--- src/jdp_pkg.sv ---
// jdp_pkg: constants, pin carrier and tap state encoding for the test/debug port
// assumes one 40 MHz core clock samples every test pin
package jdp_pkg;

    localparam int CLK_PERIOD_NS = 25;
    localparam int DE_PULSE_NS = 100;
    localparam int DE_PULSE_CYC = (DE_PULSE_NS + CLK_PERIOD_NS - 1) / CLK_PERIOD_NS;
    localparam int DE_CNT_W = 3;

    localparam int IR_W = 4;
    localparam int DR_W = 32;
    localparam logic [IR_W-1:0] IR_CAPTURE = 4'h1;
    localparam logic [IR_W-1:0] INSTR_IDCODE = 4'h2;
    localparam logic [IR_W-1:0] INSTR_BYPASS = 4'hf;
    // identity value is arbitrary and names no maker
    localparam logic [DR_W-1:0] ID_VALUE = 32'h0000_0001;
    localparam int TMS_RESET_RISES = 5;

    // undriven pin levels: clock low, the rest high
    localparam logic PULL_TCK = 1'h0;
    localparam logic PULL_TMS = 1'h1;
    localparam logic PULL_TDI = 1'h1;
    localparam logic PULL_TRST = 1'h1;

    typedef struct packed {
        logic tck;
        logic tms;
        logic tdi;
        logic trst_n;
    } jdp_pins_t;

    localparam jdp_pins_t PINS_PULLED = '{tck: PULL_TCK, tms: PULL_TMS, tdi: PULL_TDI, trst_n: PULL_TRST};

    typedef enum logic [15:0] {
        TLR = 16'h0001,
        RTI = 16'h0002,
        SEL_DR = 16'h0004,
        CAP_DR = 16'h0008,
        SHIFT_DR = 16'h0010,
        EXIT1_DR = 16'h0020,
        PAUSE_DR = 16'h0040,
        EXIT2_DR = 16'h0080,
        UPD_DR = 16'h0100,
        SEL_IR = 16'h0200,
        CAP_IR = 16'h0400,
        SHIFT_IR = 16'h0800,
        EXIT1_IR = 16'h1000,
        PAUSE_IR = 16'h2000,
        EXIT2_IR = 16'h4000,
        UPD_IR = 16'h8000
    } jdp_tap_t;

endpackage

--- src/jdp_port.sv ---
// jdp_port: test access port, serial test data path and debug-event strobe
// assumes pins arrive asynchronously; tck much slower than clk (>= 4 clk per half period)
`timescale 1ns/1ps
`default_nettype none
module jdp_port
    import jdp_pkg::*;
(
    input wire logic clk,
    input wire logic rst_n,
    input wire logic por_n,
    input wire jdp_pins_t pins,
    input wire logic debug_event,
    output logic tdo_out,
    output logic tdo_oe,
    output logic debug_event_out_n
);

    function automatic jdp_tap_t tap_step(input jdp_tap_t s, input logic tms);
        unique case (s)
            TLR: tap_step = tms ? TLR : RTI;
            RTI: tap_step = tms ? SEL_DR : RTI;
            SEL_DR: tap_step = tms ? SEL_IR : CAP_DR;
            CAP_DR: tap_step = tms ? EXIT1_DR : SHIFT_DR;
            SHIFT_DR: tap_step = tms ? EXIT1_DR : SHIFT_DR;
            EXIT1_DR: tap_step = tms ? UPD_DR : PAUSE_DR;
            PAUSE_DR: tap_step = tms ? EXIT2_DR : PAUSE_DR;
            EXIT2_DR: tap_step = tms ? UPD_DR : SHIFT_DR;
            UPD_DR: tap_step = tms ? SEL_DR : RTI;
            SEL_IR: tap_step = tms ? TLR : CAP_IR;
            CAP_IR: tap_step = tms ? EXIT1_IR : SHIFT_IR;
            SHIFT_IR: tap_step = tms ? EXIT1_IR : SHIFT_IR;
            EXIT1_IR: tap_step = tms ? UPD_IR : PAUSE_IR;
            PAUSE_IR: tap_step = tms ? EXIT2_IR : PAUSE_IR;
            EXIT2_IR: tap_step = tms ? UPD_IR : SHIFT_IR;
            UPD_IR: tap_step = tms ? SEL_IR : RTI;
            default: tap_step = TLR;
        endcase
    endfunction

    // pin synchronisers; reset to the pulled levels so an open port idles safely
    jdp_pins_t pins_s1;
    jdp_pins_t pins_s2;
    logic tck_d;

    always_ff @(posedge clk or negedge por_n) begin
        if (!por_n) begin
            pins_s1 <= PINS_PULLED;
            pins_s2 <= PINS_PULLED;
            tck_d <= PULL_TCK;
        end else begin
            pins_s1 <= pins;
            pins_s2 <= pins_s1;
            tck_d <= pins_s2.tck;
        end
    end

    logic tck_rise;
    logic tck_fall;
    logic trst_low;
    assign tck_rise = pins_s2.tck & ~tck_d;
    assign tck_fall = ~pins_s2.tck & tck_d;
    assign trst_low = ~pins_s2.trst_n;

    // tap group; reset only by power-on or test reset, never by rst_n
    jdp_tap_t state;
    jdp_tap_t next_state;
    logic [IR_W-1:0] ir;
    logic [IR_W-1:0] next_ir;
    logic [IR_W-1:0] ir_sh;
    logic [IR_W-1:0] next_ir_sh;
    logic [DR_W-1:0] dr;
    logic [DR_W-1:0] next_dr;
    logic next_tdo_out;
    logic next_tdo_oe;
    logic in_shift;
    logic bypass_sel;

    assign in_shift = (state == SHIFT_IR) || (state == SHIFT_DR);
    assign bypass_sel = (ir != INSTR_IDCODE);

    always_comb begin
        next_state = state;
        next_ir = ir;
        next_ir_sh = ir_sh;
        next_dr = dr;
        next_tdo_out = tdo_out;
        next_tdo_oe = tdo_oe;
        if (trst_low) begin
            next_state = TLR;
            next_ir = INSTR_IDCODE;
            next_tdo_oe = 1'h0;
        end else begin
            if (tck_rise) begin
                next_state = tap_step(state, pins_s2.tms);
                unique case (state)
                    TLR: next_ir = INSTR_IDCODE;
                    CAP_IR: next_ir_sh = IR_CAPTURE;
                    SHIFT_IR: next_ir_sh = {pins_s2.tdi, ir_sh[IR_W-1:1]};
                    UPD_IR: next_ir = ir_sh;
                    CAP_DR: next_dr = bypass_sel ? '0 : ID_VALUE;
                    SHIFT_DR: begin
                        if (bypass_sel) begin
                            next_dr = {{(DR_W-1){1'h0}}, pins_s2.tdi};
                        end else begin
                            next_dr = {pins_s2.tdi, dr[DR_W-1:1]};
                        end
                    end
                    default: ;
                endcase
            end
            if (tck_fall) begin
                // drive only from the shift states; data moves half a cycle before sampling
                next_tdo_oe = in_shift;
                next_tdo_out = (state == SHIFT_IR) ? ir_sh[0] : dr[0];
            end
        end
    end

    always_ff @(posedge clk or negedge por_n) begin
        if (!por_n) begin
            state <= TLR;
            ir <= INSTR_IDCODE;
            ir_sh <= IR_CAPTURE;
            dr <= '0;
            tdo_out <= 1'h0;
            tdo_oe <= 1'h0;
        end else begin
            state <= next_state;
            ir <= next_ir;
            ir_sh <= next_ir_sh;
            dr <= next_dr;
            tdo_out <= next_tdo_out;
            tdo_oe <= next_tdo_oe;
        end
    end

    // debug-event strobe; belongs to the core side, so device reset applies
    logic [DE_CNT_W-1:0] de_cnt;
    logic [DE_CNT_W-1:0] next_de_cnt;
    logic next_debug_event_out_n;

    always_comb begin
        next_de_cnt = de_cnt;
        next_debug_event_out_n = debug_event_out_n;
        if (de_cnt != '0) begin
            next_de_cnt = de_cnt - 1'h1;
            next_debug_event_out_n = (de_cnt == 3'h1);
        end else if (debug_event) begin
            // events during a running pulse merge into it; a pulse is never stretched
            next_de_cnt = DE_CNT_W'(DE_PULSE_CYC);
            next_debug_event_out_n = 1'h0;
        end
    end

    always_ff @(posedge clk or negedge rst_n) begin
        if (!rst_n) begin
            de_cnt <= '0;
            debug_event_out_n <= 1'h1;
        end else begin
            de_cnt <= next_de_cnt;
            debug_event_out_n <= next_debug_event_out_n;
        end
    end

    // helper: consecutive rising edges with tms high
    logic [2:0] tms_hi_cnt;
    logic [2:0] next_tms_hi_cnt;

    always_comb begin
        next_tms_hi_cnt = tms_hi_cnt;
        if (tck_rise) begin
            next_tms_hi_cnt = !pins_s2.tms ? 3'h0 : (tms_hi_cnt == 3'h7 ? 3'h7 : tms_hi_cnt + 3'h1);
        end
    end

    always_ff @(posedge clk or negedge por_n) begin
        if (!por_n) begin
            tms_hi_cnt <= 3'h0;
        end else begin
            tms_hi_cnt <= next_tms_hi_cnt;
        end
    end

    chk_tdo_release_idle: assert property (@(posedge clk) disable iff (!por_n)
        (tck_fall && !in_shift) || trst_low |=> !tdo_oe)
        else $error("tdo driven outside a shift state");

    chk_tdo_on_fall: assert property (@(posedge clk) disable iff (!por_n)
        $changed(tdo_out) |-> $past(tck_fall))
        else $error("tdo changed away from a falling test clock edge");

    chk_trst_resets_tap: assert property (@(posedge clk) disable iff (!por_n)
        trst_low |=> state == TLR && ir == INSTR_IDCODE)
        else $error("test reset did not reset the tap");

    chk_five_tms_high: assert property (@(posedge clk) disable iff (!por_n)
        tms_hi_cnt >= 3'(TMS_RESET_RISES) |-> state == TLR)
        else $error("five tms-high rises did not reach test-logic-reset");

    chk_state_on_rise: assert property (@(posedge clk) disable iff (!por_n)
        $changed(state) |-> $past(tck_rise) || $past(trst_low))
        else $error("tap state moved without a rising test clock edge");

    chk_tdi_capture: assert property (@(posedge clk) disable iff (!por_n)
        tck_rise && !trst_low && state == SHIFT_DR && bypass_sel |=> dr[0] == $past(pins_s2.tdi))
        else $error("tdi not captured on rising edge");

    chk_dev_reset_keeps: assert property (@(posedge clk) disable iff (!por_n)
        !rst_n && !trst_low && !tck_rise |=> $stable(state) && $stable(ir))
        else $error("device reset disturbed the test module");

    chk_debug_pulse: assert property (@(posedge clk) disable iff (!rst_n)
        debug_event && de_cnt == 3'h0 |=> !debug_event_out_n [*4] ##1 debug_event_out_n)
        else $error("debug event pulse has wrong length");

    chk_ir_shift_oe: assert property (@(posedge clk) disable iff (!por_n)
        tck_fall && !trst_low && state == SHIFT_IR |=> tdo_oe && tdo_out == $past(ir_sh[0]))
        else $error("tdo not driven with ir data in shift-ir");

endmodule
`default_nettype wire

--- config.mk ---
export PLATFORM = sky130hd
export DESIGN_NAME = jdp_port
export DESIGN_NICKNAME = d
export VERILOG_FILES = /design/src/jdp_pkg.sv /design/src/jdp_port.sv
export SDC_FILE = /design/constraint.sdc
export NUM_CORES = 1
export LEC_CHECK = 0
export BUFFER_PORTS_ARGS = -buffer_cell sky130_fd_sc_hd__buf_2
export CORE_UTILIZATION = 43
export CTS_CLUSTER_DIAMETER = 150
export DETAILED_ROUTE_END_ITERATION = 6
export PLACE_DENSITY_LB_ADDON = 0.2
export SYNTH_ARGS = -nofsm -noshare
export SYNTH_HDL_FRONTEND = slang
export SYNTH_SLANG_ARGS = --single-unit
export TNS_END_PERCENT = 20
--- constraint.sdc ---
create_clock -name clk -period 4 [get_ports clk]
set_input_delay 0.6 -clock clk [delete_from_list [all_inputs] [get_ports clk]]
set_output_delay 0.6 -clock clk [all_outputs]
set_load 0.03 [all_outputs]
==> impl_metrics.ini <==
[status]
status = complete, no violations

[drt]
via_per_inst = 5.68
wl_per_cell_um = 15.6
dr.pass1.iters = 4
wl_mm = 5.93
drc_errors = 0
ant_nets = 0
vias = 2159
drt_iter0_markers = 177

[sta]
setup_ws_ns = 1.46
rsz0062_at_grt = false
setup_viol = 0
min_period_ns = 2.54
final-hold-violation-count = 0
period_share_pct = 63.6
slew_headroom_pct = 30.0
worstMarginPinSlew_ns = 1.05
maxSlewViolCount = 0
max_freq_ghz = 0.393
fin_tns_setup_ns = 0
clock_skew_ns = 0.0125

[grt]
antenna_found_initial = 0
grt_max_degree = 40
grt_remaining_overflow = 0
grt_pass1_wl_mm = 10.3
first_global_vias = 2142
track_usage_pct = 17.9

[floorplanning]
die_width_um = 87.9
ioPinCount = 11
initial_core_util_pct = 45.7
coreArea_sq_um = 6940
dieArea_sq_um = 7730
die_h_um = 87.9
rows = 30

[yosys]
synth_common_cells = dfrtp_1, a22o_1, nand2_1
syn_area_sq_um = 3170
synthTopCellsByArea = dfrtp_1, a22o_1, dfstp_2
syn_nets = 284
synth_seq_cells = 71
dominantRegCellSynth = dfrtp_1
synth_most_common_cell = dfrtp_1
yosys_warnings = 0
yosysTopAreaCell = dfrtp_1
synth_cell_types = 49
syn_inst = 275
synth.top_cell.area_share_pct = 48.1
synth_edf_count = 0
ys_async_sr_fraction_pct = 100
synth.avg_cell_area_sq_um = 11.5
yosysSeqAreaShare_pct = 56.4

[worst_setup_path]
required_ns = 4.22
start_kind = flip-flop
end_kind = flip-flop
crit_fanout = 33
worstPathArrival_ns = 2.77
worstSetupPathType = flip-flop to flip-flop

[final_layout]
diodes = 0
drive_gt1_share_pct = 19.0
finish.utilization_pct = 49.8
nets = 288
nFillCells = 635
area.growth.synth_to_final_pct = 8.87

[placement]
pre_cts_ws_ns = 1.46
hpwl_mm = 3.84
gp_congestion = 0.857
port_buffers = 10

[cts]
cts_max_level = 3
clockRootBuffer = clkbuf_8
cts-buffers-inserted = 9
clk_pin_slew_ns = 0.08
insertion_delay_ns = 0.34
clk_path_buf_depth = 2
cts_tree = done
cts_resized = 0
post_cts_buffers = 0
postCtsHoldBufs = 0
cts.sinks = 71

[power]
power_leakage_uw = 0.00156
power_density_nw_per_um2 = 445
worst_ir_drop_vdd_v = 0.000267

[min_path]
holdCritPathClass = primary input to asynchronous set/reset pin

[job]
cap_viol_max_count = 0
==> cell usage in the layout (no fill, tap or decap), types with 3 or more instances in the layout <==
| cell type | synthesis | final |
|---|---|---|
| a21oi_1 | 4 | 4 |
| a22o_1 | 38 | 38 |
| a31oi_1 | 3 | 3 |
| buf_2 | 7 | 10 |
| clkbuf_8 | 0 | 10 |
| dfrtp_1 | 61 | 61 |
| dfstp_2 | 10 | 10 |
| inv_1 | 9 | 9 |
| nand2_1 | 24 | 24 |
| nand3_1 | 6 | 6 |
| nand4_1 | 7 | 7 |
| nor2_1 | 14 | 14 |
| nor3_1 | 6 | 6 |
| nor4_1 | 5 | 5 |
| nor4_4 | 3 | 3 |
| o21ai_0 | 14 | 14 |
| o31ai_1 | 5 | 5 |
| or2_2 | 3 | 3 |
| or4_1 | 3 | 3 |
| or4_4 | 3 | 3 |
| xnor2_1 | 3 | 3 |
| xor2_1 | 5 | 5 |
==> metal layers <==
layer  part of all wire (%)  GRT usage [%]
met5                      0              0
met4                    2.1           8.05
met3                    3.8           4.52
met2                     43           25.0
met1                     51           26.3
==> cell families after synthesis <==
kind of cell	after synthesis	share of synthesized area (%)
buffers and inverters	28	5.04
DFF	71	56.4
AOI/OAI and AO/OA	75	17.9
muxes	2	0.631
xor gates and xnor gates	8	2.21
and+or+nand+nor	90	17.5
adders and majority gates	1	0.394
==> metrics by stage <==
step	instances	instance area (sq um)	total power [uW]	hold slack, ns
after floorplan	275	3170	866	0.304
after global placement	364	3230	908	0.345
after detailed placement	364	3230	913	0.346
final	380	3460	1540	0.0510
after global routing	380	3460	1600	0.0324
after CTS	380	3460	1550	0.0326
==> power breakdown <==
group	switching, uW	total (uW)	internal [uW]	leakage, uW
registers	23.4	777	753	0.000942
clock network	273	641	369	0.000110
logic	77.9	120	42.0	0.000506
total	374	1540	1160	0.00156
==> registers in the layout, indices dropped and copies added, names as in the netlist <==
signal             flops
debug_event_out_n      1
ir_sh                  4
ir                     4
pins_s1                4
dr                    32
de_cnt                 3
tdo_oe                 1
pins_s2                4
state                 16
tdo_out                1
tck_d                  1
==> worst max-delay path, cell delays in order, from the launching register on <==
cell and delay [ns]:
dfstp_2 0.58, nand3b_1 0.35, or4_1 1.07, a22o_1 0.41
==> worst paths after layout <==
path | slack [ns] | cells after the start | to | from
max | 1.46 | 3 | dr[27] | pins_s2[0]
min | 0.05 | 1 | de_cnt[2] | rst_n
max reg2reg | 1.46 | 3 | dr[27] | pins_s2[0]
min reg2reg | 0.35 | 0 | pins_s2[0] | pins_s1[0]
max in group asynchronous | 2.70 | 2 | pins_s2[1] | por_n
min in group clk | 0.35 | 0 | pins_s2[0] | pins_s1[0]
==> area by class of cell <==
| type | instances | area, sq um | area share, % |
|---|---|---|---|
| inverter | 9 | 33.8 | 0.978 |
| tap | 96 | 120 | 3.48 |
| multi-input combinational | 176 | 1220 | 35.4 |
| timing repair buffer | 12 | 65.1 | 1.88 |
| sequential | 71 | 1790 | 51.8 |
| clock buffer | 11 | 141 | 4.09 |
| clock inverter | 5 | 81.3 | 2.35 |
(Power assumes the default switching activity.)
